<file path="src/rtl/lsim_map.svh">
// Constants of the line status indication mux.
// Assumes APB byte addresses and the 10 MHz channel clock.
`ifndef LSIM_MAP_SVH
`define LSIM_MAP_SVH

// ----------------------------------------
// Register offsets
// ----------------------------------------
`define LSIM_RX_CFG_OFS 8'h00
`define LSIM_TX_CFG_OFS 8'h04
`define LSIM_STAT_OFS 8'h08

// ----------------------------------------
// Field positions
// ----------------------------------------
`define LSIM_SEL_MSB 7
`define LSIM_SEL_LSB 5
`define LSIM_FMT_MSB 1
`define LSIM_FMT_LSB 0

// ----------------------------------------
// Reset values
// ----------------------------------------
`define LSIM_RX_CFG_RST 8'h00
`define LSIM_TX_CFG_RST 8'h00

// ----------------------------------------
// Pattern detector counts
// ----------------------------------------
`define LSIM_SYNC_RUN 7'h40
`define LSIM_ERR_LIMIT 7'h06

`endif

</file>
<file path="src/rtl/lsim_pkg.sv">
// Types of the line status indication mux.
// Assumes lsim_map.svh supplies every number.
package lsim_pkg;

  // ----------------------------------------
  // Receive system format
  // ----------------------------------------
  typedef enum logic [1:0] {
    LSIM_RXF_SR_NRZ = 2'b00,
    LSIM_RXF_DR_NRZ = 2'b01,
    LSIM_RXF_DR_SLICED = 2'b10
  } lsim_rx_fmt_t;

  // ----------------------------------------
  // Transmit system format
  // ----------------------------------------
  typedef enum logic [1:0] {
    LSIM_TXF_SR_NRZ = 2'b00,
    LSIM_TXF_DR_NRZ = 2'b01,
    LSIM_TXF_DR_RZ = 2'b10
  } lsim_tx_fmt_t;

  // ----------------------------------------
  // Detector status carriers
  // ----------------------------------------
  typedef struct packed {
    logic pat_valid;
    logic pat_match;
    logic alarm;
    logic loss;
    logic exz;
    logic viol;
    logic pos;
    logic neg;
  } lsim_rx_stat_t;

  typedef struct packed {
    logic pat_valid;
    logic pat_match;
    logic alarm;
    logic over_cur;
    logic line_loss;
    logic exz;
    logic viol;
    logic loss;
  } lsim_tx_stat_t;

endpackage

</file>
<file path="src/rtl/lsim_top.sv">
// Per-channel receive and transmit indication mux with APB registers.
// Assumes detectors run on i_clk and give one-cycle event strobes;
// the recovered clock and the shared transmit pin arrive from outside.
//
// Functional notes
// - Rx select 000: pin high while rx pattern synchronized, else low.
// - Rx select 000 in sync: pin low one cycle per pattern error.
// - Rx select 001: pin mirrors line alarm status.
// - Rx select 010: pin shows XOR of sliced positive and negative rails.
// - Rx select 011: pin carries the recovered receive clock.
// - Rx select 100: one-cycle high pulse per line excess zeroes event.
// - Rx select 101: one-cycle high pulse per line violation.
// - Rx select 110: one-cycle pulse on excess zeroes or violation.
// - Rx select 111: pin mirrors line signal loss status.
// - Tx negative data pin turns output in single-rail NRZ, dual RZ.
// - Tx select field is bits 7 to 5 of tx config.
// - Tx select 000: sync level, low one cycle per pattern error.
// - Tx select 001: pin mirrors system alarm status.
// - Tx select 010: pin mirrors over-current status.
// - Tx select 011: pin mirrors tx line signal loss.
// - Tx select 100: one-cycle pulse per system excess zeroes.
// - Tx select 101: one-cycle pulse per system violation.
// - Tx select 110: one-cycle pulse on system zeroes or violation.
// - Tx select 111: pin mirrors system signal loss status.
// - Tx single-rail NRZ: selects 101, 110, 111 give a low pin.
// - Rx indication on negative data pin or on recovered clock pin.
// - Rx select field is bits 7 to 5 of rx config.
// - Sync after over 64 matches; lose on over 6 errors in 64 bits.
`timescale 1ns/1ps
`include "lsim_map.svh"

module lsim_top
  import lsim_pkg::*;
(
  // Clock, reset, enable
  input wire logic i_clk,
  input wire logic i_rst,
  input wire logic i_ce,
  // APB slave
  input wire logic i_psel,
  input wire logic i_penable,
  input wire logic i_pwrite,
  input wire logic [7:0] i_paddr,
  input wire logic [31:0] i_pwdata,
  output logic o_pready,
  output logic [31:0] o_prdata,
  output logic o_pslverr,
  // Detector status
  input wire lsim_rx_stat_t i_rx_stat,
  input wire lsim_tx_stat_t i_tx_stat,
  // Pins
  input wire logic i_recovered_clock,
  input wire logic i_tx_negative_data_pin,
  output logic o_tx_negative_data_pin,
  output logic o_tx_negative_data_oe,
  output logic o_rx_negative_data_pin,
  output logic o_recovered_clock_pin
);

  // ----------------------------------------
  // Configuration registers
  // ----------------------------------------
  logic [7:0] rx_config_reg_q;
  logic [7:0] tx_config_reg_q;

  wire [2:0] rx_sel =
    rx_config_reg_q[`LSIM_SEL_MSB:`LSIM_SEL_LSB];
  wire [2:0] tx_sel =
    tx_config_reg_q[`LSIM_SEL_MSB:`LSIM_SEL_LSB];
  wire lsim_rx_fmt_t rx_fmt =
    lsim_rx_fmt_t'(rx_config_reg_q[`LSIM_FMT_MSB:`LSIM_FMT_LSB]);
  wire lsim_tx_fmt_t tx_fmt =
    lsim_tx_fmt_t'(tx_config_reg_q[`LSIM_FMT_MSB:`LSIM_FMT_LSB]);

  wire rx_sr = (rx_fmt == LSIM_RXF_SR_NRZ);
  wire rx_sliced = (rx_fmt == LSIM_RXF_DR_SLICED);
  wire tx_sr = (tx_fmt == LSIM_TXF_SR_NRZ);
  wire tx_rz = (tx_fmt == LSIM_TXF_DR_RZ);

  // ----------------------------------------
  // Pin input synchronisers
  // ----------------------------------------
  // Bit 0 recovered clock, bit 1 shared transmit pin.
  // A level is taken only when stages two and three agree.
  wire [1:0] pin_raw = {i_tx_negative_data_pin, i_recovered_clock};
  logic [1:0] pin_s1_q;
  logic [1:0] pin_s2_q;
  logic [1:0] pin_s3_q;
  logic [1:0] pin_f_q;
  wire [1:0] pin_agree = ~(pin_s2_q ^ pin_s3_q);
  wire [1:0] pin_f_d = (pin_agree & pin_s3_q) | (~pin_agree & pin_f_q);

  always_ff @(posedge i_clk or posedge i_rst) begin
    if (i_rst) begin
      pin_s1_q <= 2'h0;
      pin_s2_q <= 2'h0;
      pin_s3_q <= 2'h0;
      pin_f_q <= 2'h0;
    end else if (i_ce) begin
      pin_s1_q <= pin_raw;
      pin_s2_q <= pin_s1_q;
      pin_s3_q <= pin_s2_q;
      pin_f_q <= pin_f_d;
    end
  end

  wire rclk_f = pin_f_q[0];
  wire tx_pin_f = pin_f_q[1];

  // ----------------------------------------
  // Pattern synchronisation, rx and tx
  // ----------------------------------------
  // Index 0 receive path, index 1 transmit path.
  wire [1:0] pv = {i_tx_stat.pat_valid, i_rx_stat.pat_valid};
  wire [1:0] pm = {i_tx_stat.pat_match, i_rx_stat.pat_match};
  wire [1:0] psync;
  wire [1:0] perr;

  for (genvar g = 0; g < 2; g++) begin : g_pat
    logic sync_q;
    logic [6:0] run_q;
    logic [6:0] ecnt_q;
    // Full 64-bit history keeps the window truly sliding
    logic [63:0] hist_q;
    wire miss = pv[g] & ~pm[g];
    wire [6:0] ecnt_n = ecnt_q + {6'h00, miss} - {6'h00, hist_q[63]};

    always_ff @(posedge i_clk or posedge i_rst) begin
      if (i_rst) begin
        sync_q <= 1'b0;
        run_q <= 7'h00;
        ecnt_q <= 7'h00;
        hist_q <= 64'h0000_0000_0000_0000;
      end else if (i_ce && pv[g]) begin
        if (!sync_q) begin
          hist_q <= 64'h0000_0000_0000_0000;
          ecnt_q <= 7'h00;
          if (!pm[g]) begin
            run_q <= 7'h00;
          end else if (run_q == `LSIM_SYNC_RUN) begin
            sync_q <= 1'b1;
          end else begin
            run_q <= run_q + 7'h01;
          end
        end else if (ecnt_n > `LSIM_ERR_LIMIT) begin
          sync_q <= 1'b0;
          run_q <= 7'h00;
          ecnt_q <= 7'h00;
          hist_q <= 64'h0000_0000_0000_0000;
        end else begin
          hist_q <= {hist_q[62:0], miss};
          ecnt_q <= ecnt_n;
        end
      end
    end

    assign psync[g] = sync_q;
    assign perr[g] = sync_q & miss;
  end

  // ----------------------------------------
  // Indication sources
  // ----------------------------------------
  wire [7:0] rx_src = {
    i_rx_stat.loss,
    i_rx_stat.exz | i_rx_stat.viol,
    i_rx_stat.viol,
    i_rx_stat.exz,
    rclk_f,
    i_rx_stat.pos ^ i_rx_stat.neg,
    i_rx_stat.alarm,
    psync[0] & ~perr[0]
  };

  wire [7:0] tx_src = {
    i_tx_stat.loss,
    i_tx_stat.exz | i_tx_stat.viol,
    i_tx_stat.viol,
    i_tx_stat.exz,
    i_tx_stat.line_loss,
    i_tx_stat.over_cur,
    i_tx_stat.alarm,
    psync[1] & ~perr[1]
  };

  // Reserved selects in single-rail NRZ read as a quiet low pin
  wire tx_blocked = tx_sr && (tx_sel >= 3'h5);
  wire rx_ind_d = rx_src[rx_sel];
  wire tx_ind_d = tx_src[tx_sel] & ~tx_blocked;

  // ----------------------------------------
  // Pin drivers
  // ----------------------------------------
  // Every pin comes from a flop, so a select write never glitches it.
  wire rx_neg_d = rx_sr ? rx_ind_d : i_rx_stat.neg;
  wire rclk_pin_d = rx_sliced ? rx_ind_d : rclk_f;
  wire tx_oe_d = tx_sr | tx_rz;
  logic rx_ind_q;
  logic tx_ind_q;

  always_ff @(posedge i_clk or posedge i_rst) begin
    if (i_rst) begin
      o_rx_negative_data_pin <= 1'b0;
      o_recovered_clock_pin <= 1'b0;
      o_tx_negative_data_pin <= 1'b0;
      o_tx_negative_data_oe <= 1'b0;
      rx_ind_q <= 1'b0;
      tx_ind_q <= 1'b0;
    end else if (i_ce) begin
      o_rx_negative_data_pin <= rx_neg_d;
      o_recovered_clock_pin <= rclk_pin_d;
      o_tx_negative_data_pin <= tx_ind_d;
      o_tx_negative_data_oe <= tx_oe_d;
      rx_ind_q <= rx_ind_d;
      tx_ind_q <= tx_ind_d;
    end
  end

  // ----------------------------------------
  // APB slave
  // ----------------------------------------
  // Answer is ready in the first access cycle, no wait states.
  wire ap_setup = i_psel & ~i_penable;
  wire ap_done = i_psel & i_penable & o_pready;
  wire ap_wr = ap_done & i_pwrite;
  wire hit_rx = (i_paddr == `LSIM_RX_CFG_OFS);
  wire hit_tx = (i_paddr == `LSIM_TX_CFG_OFS);
  wire hit_st = (i_paddr == `LSIM_STAT_OFS);
  wire hit_any = hit_rx | hit_tx | hit_st;

  wire [15:0] stat_word = {
    4'h0,
    tx_pin_f,
    rclk_f,
    tx_ind_q,
    rx_ind_q,
    i_tx_stat.loss,
    i_tx_stat.line_loss,
    i_tx_stat.over_cur,
    i_tx_stat.alarm,
    i_rx_stat.loss,
    i_rx_stat.alarm,
    psync[1],
    psync[0]
  };

  wire [31:0] rd_d =
    hit_rx ? {24'h00_0000, rx_config_reg_q} :
    hit_tx ? {24'h00_0000, tx_config_reg_q} :
    hit_st ? {16'h0000, stat_word} : 32'h0000_0000;

  always_ff @(posedge i_clk or posedge i_rst) begin
    if (i_rst) begin
      o_pready <= 1'b0;
      o_prdata <= 32'h0000_0000;
      o_pslverr <= 1'b0;
    end else if (i_ce) begin
      o_pready <= ap_setup;
      o_pslverr <= ap_setup & ~hit_any;
      if (ap_setup) begin
        o_prdata <= i_pwrite ? 32'h0000_0000 : rd_d;
      end
    end
  end

  always_ff @(posedge i_clk or posedge i_rst) begin
    if (i_rst) begin
      rx_config_reg_q <= `LSIM_RX_CFG_RST;
      tx_config_reg_q <= `LSIM_TX_CFG_RST;
    end else if (i_ce && ap_wr) begin
      if (hit_rx) begin
        rx_config_reg_q <= i_pwdata[7:0];
      end
      if (hit_tx) begin
        tx_config_reg_q <= i_pwdata[7:0];
      end
    end
  end
endmodule

</file>
<file path="config.mk">
export PLATFORM = sky130hd
export DESIGN_NAME = lsim_top
export DESIGN_NICKNAME = d
export VERILOG_FILES = /design/src/rtl/lsim_pkg.sv /design/src/rtl/lsim_top.sv
export VERILOG_INCLUDE_DIRS = /design/src /design/src/rtl
export SDC_FILE = /design/constraint.sdc
export NUM_CORES = 1
export LEC_CHECK = 0
export BUFFER_PORTS_ARGS = -buffer_cell sky130_fd_sc_hd__buf_2
export CELL_PAD_IN_SITES_DETAIL_PLACEMENT = 0
export CELL_PAD_IN_SITES_GLOBAL_PLACEMENT = 2
export CORE_MARGIN = 2
export CORE_UTILIZATION = 38
export DETAILED_ROUTE_END_ITERATION = 12
export PLACE_DENSITY = 0.79
export SLEW_MARGIN = 40
export SYNTH_ARGS = -nofsm -noshare
export SYNTH_HDL_FRONTEND = slang
export SYNTH_SLANG_ARGS = --single-unit
</file>
<file path="constraint.sdc">
create_clock -name i_clk -period 8.75 [get_ports i_clk]
set_input_delay 1.75 -clock i_clk [delete_from_list [all_inputs] [get_ports i_clk]]
set_output_delay 1.75 -clock i_clk [all_outputs]
set_load 0.005 [all_outputs]
</file>
==> results.md, run 1 <==
* Status: completed
* First-pass iteration count of the detailed router at 4
* Initial antenna violation count at 2
* Reg-to-reg slack, setup at 5.37 ns
* Wire per inst at about 15 um
* Worst Setup EP: g_pat[1].hist_q[23]
* FF/Latch Area at slightly above 5000 um^2
* Worst ir drop on vdd at around 170 uV
* Final wirelength at roughly 18000 um
* Detailed Place HPWL at ~11000 um
* CTS H-tree depth at 1
* CP Class: in2reg
* Hold_buf cts at 0
* Synth Cell Area at 8980 um^2
* Final worst setup slack at 4.22 ns
* Syn avg cell area at 10.5 um^2
* Crit. path cell count at 13
* # IOs at 102
* Core Footprint at around 23000 um^2
* Crit path launch: i_tx_stat[6]
* Via density at 4.94
* Main synth FF type: dfrtp_1
* Port bufs at 57
* WP data required at 9.17 ns
* Total Die Area at approximately 25000 um^2
* Post-synth EDFFs at 0
* Critical path arrival at roughly 5.0 ns
* Area occupied by multi-input gates at around 3500 um^2
* Slew @ Worst Pin at around 0.75 ns
* FF-to-FF End: g_pat[1].hist_q[23]
* Fill cell count at roughly 2200
* First-pass GRT wire length at 31300 um
* CP peak stage delay at around 0.67 ns
* Yosys cell types at 54
* DP Worst Slack at 3.74 ns
* Setup bufs post-CTS at 0
* Total CTS buffers at 23
* Leak pwr at approximately 4.8 nW
* Setup Total Neg Slack at 0 ns
* CTS tree: done
* Post-cts repair resize count at 0
* Syn-to-layout area delta at 13.0%
* GP Congestion at about 0.76
* CP delay by family, top: simple AND/OR/NAND/NOR gates
* Clock Latency Late Sink at 0.50 ns
* Fmax at approximately 0.22 GHz
* CP Buf/Inv Count at 3
* Clk buf depth at 3
* CP endpoint kind: register
* Chip width at about 160 um
* Critical path, cell by cell: buf_2, nand2b_1, ha_1, inv_1, ha_1, inv_1, fa_1, xnor2_1, nand3b_1, o2111ai_1, nor4_4, and2_4, a22o_1
* Unrepaired setup endpoints after global routing: false
* Initial Utilization at roughly 38%
* Layout cell share with drive strength beyond 1 at around 14%
* Final hold viol count at 0
* Largest net degree at the start of global routing at around 150
* Sequential-to-total area share from yosys stat at between 50 and 60%
* Crit Path Max Fanout at between 60 and 70
* Vias in the first global route at between 6000 and 7000
* Layout Nets at roughly 980
* 1st-iter DRT viols at ~420
* Gr ovfl total at 0
* Max-Cap Viols at 0
* Via Count at 6100
* CTS sink cnt at around 200
* Fin crit period at between 4 and 5 ns
* Final Max Slew Viols at 0
* Yosys warnings at 0
* Reg2reg start: g_pat[1].hist_q[63]
* Crit share post-route at slightly above 50%
* Residual DRC at 0
* Synth Instances at 858
* Global-route usage over all layers at between 15 and 20%
* Hold Path Class: reg2reg
* Worst-path clk slew at 0.06 ns
* Die Height at ~160 um
* Root Buffer: clkbuf_16
* Post-synth ARST share at 100%
* Worst Skew at 0.0111 ns
* Slowest CP cell: and2_4
* Flops & latches, synth at roughly 200
* Row count at 56
* Worst r2r path cells at 11
* ANT nets after route at 0
* Pwr Density at approximately 240 nW/um^2
* Final setup viols at 0
* Setup crit start kind: input pin
* Relative slew slack at between 40% and 50%
* Hold Crit Depth at 2
==> flip-flops by register name, indices dropped and copies added (netlist names), named ones only <==
name,count
pin_s3_q,2
o_recovered_clock_pin,1
o_pready,1
tx_config_reg_q,8
g_pat.sync_q,2
rx_config_reg_q,8
o_pslverr,1
g_pat.run_q,14
o_rx_negative_data_pin,1
pin_s2_q,2
o_tx_negative_data_oe,1
tx_ind_q,1
o_prdata,12
rx_ind_q,1
g_pat.ecnt_q,14
pin_s1_q,2
g_pat.hist_q,128
==> tightest hold or removal path, cell delays in order (launching register included) <==
cell and delay [ns]:
dfrtp_1 0.34, nand2_1 0.05, nand2_1 0.05
==> per-stage QoR <==
| step | hold slack (ns) | instances | instance area (um^2) | util, % | power [mW] |
|---|---|---|---|---|---|
| 5_1_grt | 0.486 | 1233 | 10100 | 43.5 | 2.56 |
| 3_5_place_dp | 0.456 | 1191 | 9380 | 40.2 | 1.51 |
| 2_1_floorplan | 0.440 | 877 | 9050 | - | 1.43 |
| 4_1_cts | 0.470 | 1231 | 10100 | 43.4 | 2.46 |
| 3_3_place_gp | 0.453 | 1190 | 9360 | 40.1 | 1.51 |
| 6_report | 0.465 | 1235 | 10200 | 43.5 | 2.42 |
==> kinds of logic after synthesis <==
| group | count (synthesis) | synth area share, % |
|---|---|---|
| other | 1 | 0.0417 |
| DFF | 201 | 56.0 |
| AOI/OAI and AO/OA | 246 | 18.3 |
| buffers and inverters | 105 | 6.32 |
| xor gates and xnor gates | 6 | 0.585 |
| muxes | 26 | 3.25 |
| and+or+nand+nor | 253 | 12.5 |
| adders and majority gates | 20 | 2.95 |
==> per-layer routing <==
layer  vias to the layer above  part of all wire, %  global-route usage, %  wire (um)
met5                         -                    0                      0          0
met2                       114                   43                   22.6       7840
met3                        15                  6.0                   3.75       1100
met1                      2946                   50                   22.3       9050
li1                       3025                    -                      -          -
met4                         0                  1.3                   3.25        229
==> power breakdown <==
part | internal, mW | leakage [nW] | switching [mW]
sequential | 0.983 | 2.76 | 0.0453
clock | 0.563 | 0.362 | 0.370
combinational | 0.141 | 1.63 | 0.316
total | 1.69 | 4.76 | 0.732
==> cells in the final DEF, fill, tap and decap left out, types with 21 or more instances in the layout <==
master / Yosys / final
a21oi_1: 33 / 33
a22o_1: 65 / 65
buf_2: 1 / 57
clkbuf_16: 0 / 23
dfrtp_1: 201 / 201
inv_1: 35 / 34
mux2_2: 21 / 21
nand2_1: 169 / 167
nor2_1: 25 / 25
o21ai_0: 94 / 94
==> how the worst min path moves through the flow <==
stage                          to  slack [ns]               start
2_1_floorplan  g_pat[1].hist_q[0]        0.44  g_pat[1].hist_q[0]
3_3_place_gp   g_pat[1].hist_q[0]        0.45  g_pat[1].hist_q[0]
3_5_place_dp   g_pat[1].hist_q[0]        0.46  g_pat[1].hist_q[0]
4_1_cts        g_pat[1].hist_q[0]        0.47  g_pat[1].hist_q[0]
5_1_grt        g_pat[1].hist_q[0]        0.49  g_pat[1].hist_q[0]
6_report       g_pat[1].hist_q[0]        0.47  g_pat[1].hist_q[0]
==> Yosys cell counts, drive strengths merged (2+ instances only) <==
library cell | count | area, um^2
a211oi | 6 | 45.0
a21boi | 3 | 22.5
a21o | 5 | 37.5
a21oi | 33 | 165
a221oi | 2 | 17.5
a22o | 65 | 569
a31oi | 2 | 12.5
and2 | 5 | 33.8
and3 | 4 | 25.0
buf | 28 | 279
clkbuf | 41 | 154
dfrtp | 201 | 5030
fa | 2 | 40.0
ha | 18 | 225
inv | 36 | 135
mux2 | 22 | 251
mux2i | 4 | 40.0
nand2 | 169 | 634
nand2b | 6 | 37.5
nand3 | 8 | 40.0
nand3b | 2 | 15.0
nor2 | 26 | 105
nor2b | 14 | 87.6
nor3 | 7 | 35.0
nor4 | 4 | 40.0
nor4b | 2 | 23.8
o211a | 4 | 40.0
o211ai | 3 | 22.5
o21ai | 94 | 470
o221ai | 10 | 87.6
o2bb2ai | 7 | 61.3
o31ai | 6 | 45.0
or3 | 3 | 18.8
xnor2 | 2 | 17.5
xor2 | 4 | 35.0
==> layout make-up <==
cell class                      instances  share of cell area [%]
Antenna cell                            3                  0.0739
Clock buffer                           33                    6.63
Clock inverter                          7                   0.678
Inverter                               36                    1.45
Multi-Input combinational cell        571                    34.1
Sequential cell                       201                    49.5
Tap cell                              319                    3.93
Timing Repair Buffer                   65                    3.60
Note: power is estimated with default switching activity, not from simulation.
==> inputs of run 2 (changes only) <==
clock period = 4.3 ns   (was 8.75 ns; I/O delays follow)
==> results.md, run 2 (same netlist as run 1, synthesis figures left out) <==
* CP endpoint kind: register
* Initial Utilization at 38.5% (unchanged)
* WHS at 0.476 ns (+0.0113 ns)
* Worst-path clk slew at 0.06 ns (about the same)
* Core Footprint at 23300 um^2 (unchanged)
* Final hold viol count at 0 (unchanged)
* Final wirelength at 18200 um (about the same)
* Wire per inst at 14.7 um (about the same)
* First-pass GRT wire length at 31600 um (+1.1%)
* Final Max Slew Viols at 0 (unchanged)
* Port bufs at 57 (unchanged)
* Clock Latency Late Sink at 0.49 ns (about the same)
* Setup bufs post-CTS at 0 (unchanged)
* Relative slew slack at 50.5% (+0.73 points)
* Gate power share at 19.6% (+0.7 points)
* Pwr Density at 502 nW/um^2 (+110%)
* Hold Path Class: reg2reg
* Vias in the first global route at 6203 (+0.13%)
* Clk buf depth at 3 (unchanged)
* Psw at 1.52 mW (+110%)
* Final setup viols at 0 (unchanged)
* Post-cts repair resize count at 0 (unchanged)
* Global-route usage over all layers at 15.3% (+0.17 points)
* Fmax at a little over 0.3 GHz
* Worst ir drop on vdd at 361 uV (+110%)
* Chip width at 158 um (unchanged)
* Commonest non-fill, non-tap cell in the layout: dfrtp_1
* Total CTS buffers at 22 (-4.3%)
* Share of power burned in registers at 40.5% (-2.0 points)
* 1st-iter DRT viols at 446 (+5.4%)
* Root Buffer: clkbuf_16
* ANT nets after route at 0 (unchanged)
* Fin crit period at about 3.2 ns
* Leak pwr at 4.81 nW (+1.1%)
* Total Die Area at 24900 um^2 (unchanged)
* Net Sw Frac at 29.4% (-0.84 points)
* Initial antenna violation count at 1 (-1)
* Clock Power Share at 39.8% (+1.2 points)
* Largest net degree at the start of global routing at 110 (-26%)
* Critical path arrival at 3.67 ns (-1.28 ns)
* Commonest cells after routing, fill and taps aside: dfrtp_1 (201), nand2_1 (167), o21ai_0 (94), a22o_1 (65), buf_2 (57)
* Gr ovfl total at 0 (unchanged)
* # IOs at 102 (unchanged)
* Slew @ Worst Pin at 0.737 ns (-0.0166 ns)
* N_diodes at 0 (-3)
* Unrepaired setup endpoints after global routing: false
* Syn-to-layout area delta at 14.2%
* CTS tree: done
* GP Congestion at 0.771 (+1.7%)
* CTS H-tree depth at 1 (unchanged)
* WP data required at 4.73 ns (-4.44 ns)
* Residual DRC at 0 (unchanged)
* Status: completed
* Worst Skew at 0.00566 ns (-0.00547 ns)
* Hold_buf cts at 0 (unchanged)
* CTS sink cnt at 201 (unchanged)
* First-pass iteration count of the detailed router at 4 (unchanged)
* Layout cell share with drive strength beyond 1 at 15.0% (+0.50 points)
* Max FFs per register at 128 (unchanged)
* Fill cell count at 2236 (+0.18%)
* CP Class: in2reg
* Setup crit start kind: input pin
* Crit share post-route at about three quarters
* Setup Total Neg Slack at 0 ns (unchanged)
* P_int at 3.64 mW (+120%)
* Layout Nets at 985 (+0.31%)
* Detailed Place HPWL at 10800 um (+0.51%)
* Max-Cap Viols at 0 (unchanged)
* Row count at 56 (unchanged)
* Die Height at 158 um (unchanged)
* Via density at 5.03 (+1.9%)
* Crit Path Max Fanout at 38 (-42%)
* Top reg by flops: g_pat.hist_q
* Largest regs: g_pat.hist_q x128, g_pat.ecnt_q x14, g_pat.run_q x14
* Via Count at 6218 (+1.9%)
[run 2: cell count changes in the layout (fill, tap and decap cells not counted), sizes merged]
cell,previous run,this run
buf,65,69
bufinv,1,4
clkinv,3,4
diode,3,0
inv,37,35
clkbuf,33,30
[run 2: critical path, stage by stage]
cell and delay (ns):
buf_2 0.11, nand2b_1 0.19, ha_1 0.30, inv_1 0.07, ha_1 0.17, inv_1 0.06, fa_1 0.39, xnor2_1 0.16
nand3b_1 0.11, o2111ai_1 0.18, nor4_4 0.26, and2_4 0.39, buf_12 0.25, a22o_1 0.17
[run 2: cell type report]
class                   count  area, um^2  share of cell area [%]
repair buffers             69         425                    4.15
inverters                  36         139                    1.35
well taps                 319         399                    3.89
clock buffers              30         642                    6.26
flip-flops and latches    201        5030                    49.0
multi-input cells         571        3470                    33.8
clock inverters             9         151                    1.48
[run 2: stage by stage]
step | cell area, um^2 | setup WS, ns | instances | util (%) | total power, mW
2_1_floorplan | 9060 | 0.838 | 877 | - | 2.92
6_report | 10300 | 1.06 | 1235 | 44.0 | 5.15
3_3_place_gp | 9450 | 0.557 | 1195 | 40.5 | 3.15
4_1_cts | 10200 | 1.05 | 1235 | 43.9 | 5.23
5_1_grt | 10300 | 0.862 | 1235 | 44.0 | 5.46
3_5_place_dp | 9460 | 0.556 | 1196 | 40.5 | 3.15
[run 2: path summary, 6_finish.rpt]
check	startpoint	endpoint	slack [ns]	cells after the start
max	i_tx_stat[6]	g_pat[1].ecnt_q[2]	1.06	14
min	g_pat[0].hist_q[18]	g_pat[0].hist_q[18]	0.48	2
max reg2reg	g_pat[1].hist_q[63]	g_pat[1].ecnt_q[2]	1.34	12
min reg2reg	g_pat[0].hist_q[18]	g_pat[0].hist_q[18]	0.48	2
max in group asynchronous	i_rst	async pin	3.28	3
min in group asynchronous	i_rst	g_pat[1].hist_q[24]	0.55	3
[run 2: layer usage]
layer  vias to the layer above  track usage [%]  routed length, um
met5                         -                0                  0
met4                         0             3.90                291
met3                        22             3.72               1080
met2                       118             22.1               7580
met1                      3041             23.0               9260
li1                       3037                -                  -
[run 2: power by group through the flow]
| stage | Combinational (mW) | Clock (mW) | Sequential [mW] |
|---|---|---|---|
| 4_1_cts | 1.03 | 2.11 | 2.09 |
| 3_5_place_dp | 1.03 | 0 | 2.12 |
| 3_3_place_gp | 1.03 | 0 | 2.12 |
| 6_report | 1.01 | 2.05 | 2.09 |
| 2_1_floorplan | 0.820 | 0 | 2.10 |
| 5_1_grt | 1.15 | 2.20 | 2.11 |
==> inputs of run 3 (changes only) <==
CORE_UTILIZATION = 34   (was 38)
PLACE_DENSITY = 0.74   (was 0.79)
clock period = 2.9 ns   (was 4.3 ns; I/O delays follow)
==> results.md, run 3 (same netlist as run 1, synthesis figures left out) <==
* Reg-to-reg slack, setup at 0.21 ns (-1.13 ns)
* Residual DRC at 0 (unchanged)
* Setup Total Neg Slack at 0 ns (unchanged)
* WP data required at 3.35 ns (-1.38 ns)
* First-pass iteration count of the detailed router at 4 (unchanged)
* CTS H-tree depth at 1 (unchanged)
* Total CTS buffers at 23 (+4.5%)
* Fin crit period at 2.69 ns
* Clock Latency Late Sink at 0.52 ns (+0.03 ns)
* Via Count at 6275 (+0.92%)
* Initial Utilization at 34.6% (-3.9 points)
* Cell count after placement at 1237 (+3.4%)
* Row count at 59 (+5.4%)
* # IOs at 102 (unchanged)
* Worst Skew at 0.0159 ns (+0.0102 ns)
* Pwr Density at 754 nW/um^2 (+50%)
* Commonest non-fill, non-tap cell in the layout: dfrtp_1
* Die Height at 167 um (+5.6%)
* Final hold viol count at 0 (unchanged)
* Relative slew slack at 51.7% (+1.2 points)
* Fmax at between 0.3 and 0.4 GHz
* Wire per inst at 14.8 um (+0.51%)
* N_diodes at 0 (unchanged)
* FF-to-FF End: g_pat[1].hist_q[51]
* CP endpoint kind: register
* Final Max Slew Viols at 0 (unchanged)
* Vias in the first global route at 6275 (+1.2%)
* Reg2reg start: g_pat[1].hist_q[63]
* Commonest cells after routing, fill and taps aside: dfrtp_1 (201), nand2_1 (167), o21ai_0 (94), a22o_1 (65), buf_2 (57)
* Setup crit start kind: register
* Syn-to-layout area delta at 17.6%
* CTS sink cnt at 201 (unchanged)
* Largest regs: g_pat.hist_q x128, g_pat.ecnt_q x14, g_pat.run_q x14
* Util after Layout at 40.7% (-3.3 points)
* ANT nets after route at 0 (unchanged)
* Hold Path Class: in2async
* Via density at 4.91 (-2.6%)
* CTS tree: done
* Final wirelength at 19000 um (+4.1%)
* Hold_buf cts at 0 (unchanged)
* Total Die Area at 27700 um^2 (+11%)
* Layout Nets at 1011 (+2.6%)
* Largest net degree at the start of global routing at 77 (-30%)
* Design area at 10600 um^2 (+3.0%)
* Critical path arrival at 3.14 ns (-0.53 ns)
* Worst-path clk slew at 0.06 ns (about the same)
* Global-route usage over all layers at 13.7% (-1.6 points)
* First-pass GRT wire length at 32300 um (+2.0%)
* Slew @ Worst Pin at 0.719 ns (-0.0183 ns)
* Worst r2r path cells at 11 (-1)
* Layout cell share with drive strength beyond 1 at 18.2% (+3.3 points)
* Root Buffer: clkbuf_16
* Detailed Place HPWL at 12400 um (+15%)
* Crit Path Max Fanout at 36 (-5.3%)
* Gr ovfl total at 0 (unchanged)
* Status: completed
* Crit share post-route at ~93%
* Leak pwr at 4.96 nW (+3.2%)
* Placed cell areas at 9770 um^2 (+3.3%)
* CP Class: reg2reg
* Core Footprint at 26000 um^2 (+11%)
* Worst ir drop on vdd at 444 uV (+23%)
* Port bufs at 57 (unchanged)
* Setup bufs post-CTS at 0 (unchanged)
* Unrepaired setup endpoints after global routing: false
* Initial antenna violation count at 2 (+1)
* Max-Cap Viols at 0 (unchanged)
* GP Congestion at 0.736 (-4.6%)
* Post-cts repair resize count at 0 (unchanged)
* Top reg by flops: g_pat.hist_q
* Max FFs per register at 128 (unchanged)
* Clk buf depth at 3 (unchanged)
* 1st-iter DRT viols at 366 (-18%)
* Final non-filler cell total at 1279 (+3.6%)
* Final setup viols at 0 (unchanged)
* Chip width at 167 um (+5.6%)
==> run 3: final cells by class <==
cell class	instances	area [um^2]
Clock inverter	6	70.1
Multi-Input combinational cell	571	3510
Clock buffer	36	724
Timing Repair Buffer	94	676
Sequential cell	201	5030
Fill cell	2617	15400
Tap cell	335	419
Inverter	36	139
==> run 3: report_power, final <==
| group | switching (mW) | internal, mW | leakage, nW |
|---|---|---|---|
| logic | 1.05 | 0.855 | 1.80 |
| clock network | 1.14 | 1.81 | 0.398 |
| registers | 0.138 | 2.97 | 2.76 |
==> run 3: critical path: stages (launching register included) <==
cell and delay [ns]:
dfrtp_1 0.41, ha_4 0.22, inv_2 0.06, ha_4 0.12, inv_2 0.03, fa_2 0.54, nand3b_1 0.13, o2111ai_2 0.13
nor4_4 0.39, and2_4 0.25, buf_12 0.19, a22o_1 0.15
==> run 3: worst max path at each step <==
stage	start	end	slack, ns	cells past startpoint
6_report	g_pat[1].hist_q[63]	g_pat[1].hist_q[51]	0.21	11
5_1_grt	g_pat[1].hist_q[63]	g_pat[1].hist_q[1]	0.04	11
4_1_cts	g_pat[1].hist_q[63]	g_pat[1].hist_q[61]	0.18	11
3_5_place_dp	i_tx_stat[6]	g_pat[1].hist_q[61]	-0.28	13
3_3_place_gp	i_rx_stat[6]	g_pat[0].run_q[1]	-0.27	14
2_1_floorplan	i_rst	async pin	-0.28	1
==> run 3: stage by stage <==
step / worst slack [ns] / total power, mW / hold slack [ns]
6_report: 0.205 / 7.96 / 0.0335
3_3_place_gp: -0.267 / 5.10 / 0.461
2_1_floorplan: -0.282 / 4.38 / 0.440
5_1_grt: 0.0386 / 8.42 / 0.0325
3_5_place_dp: -0.281 / 5.10 / 0.467
4_1_cts: 0.180 / 8.11 / 0.0252
==> run 3: metal layers <==
metal  routed length [um]  track usage (%)  vias to the layer above
met3                  792             2.83                       25
met1                 9590             20.2                     3055
met4                  279             3.00                        2
met5                   13                0                        -
li1                     -                -                     3098
met2                 8280             20.7                       95
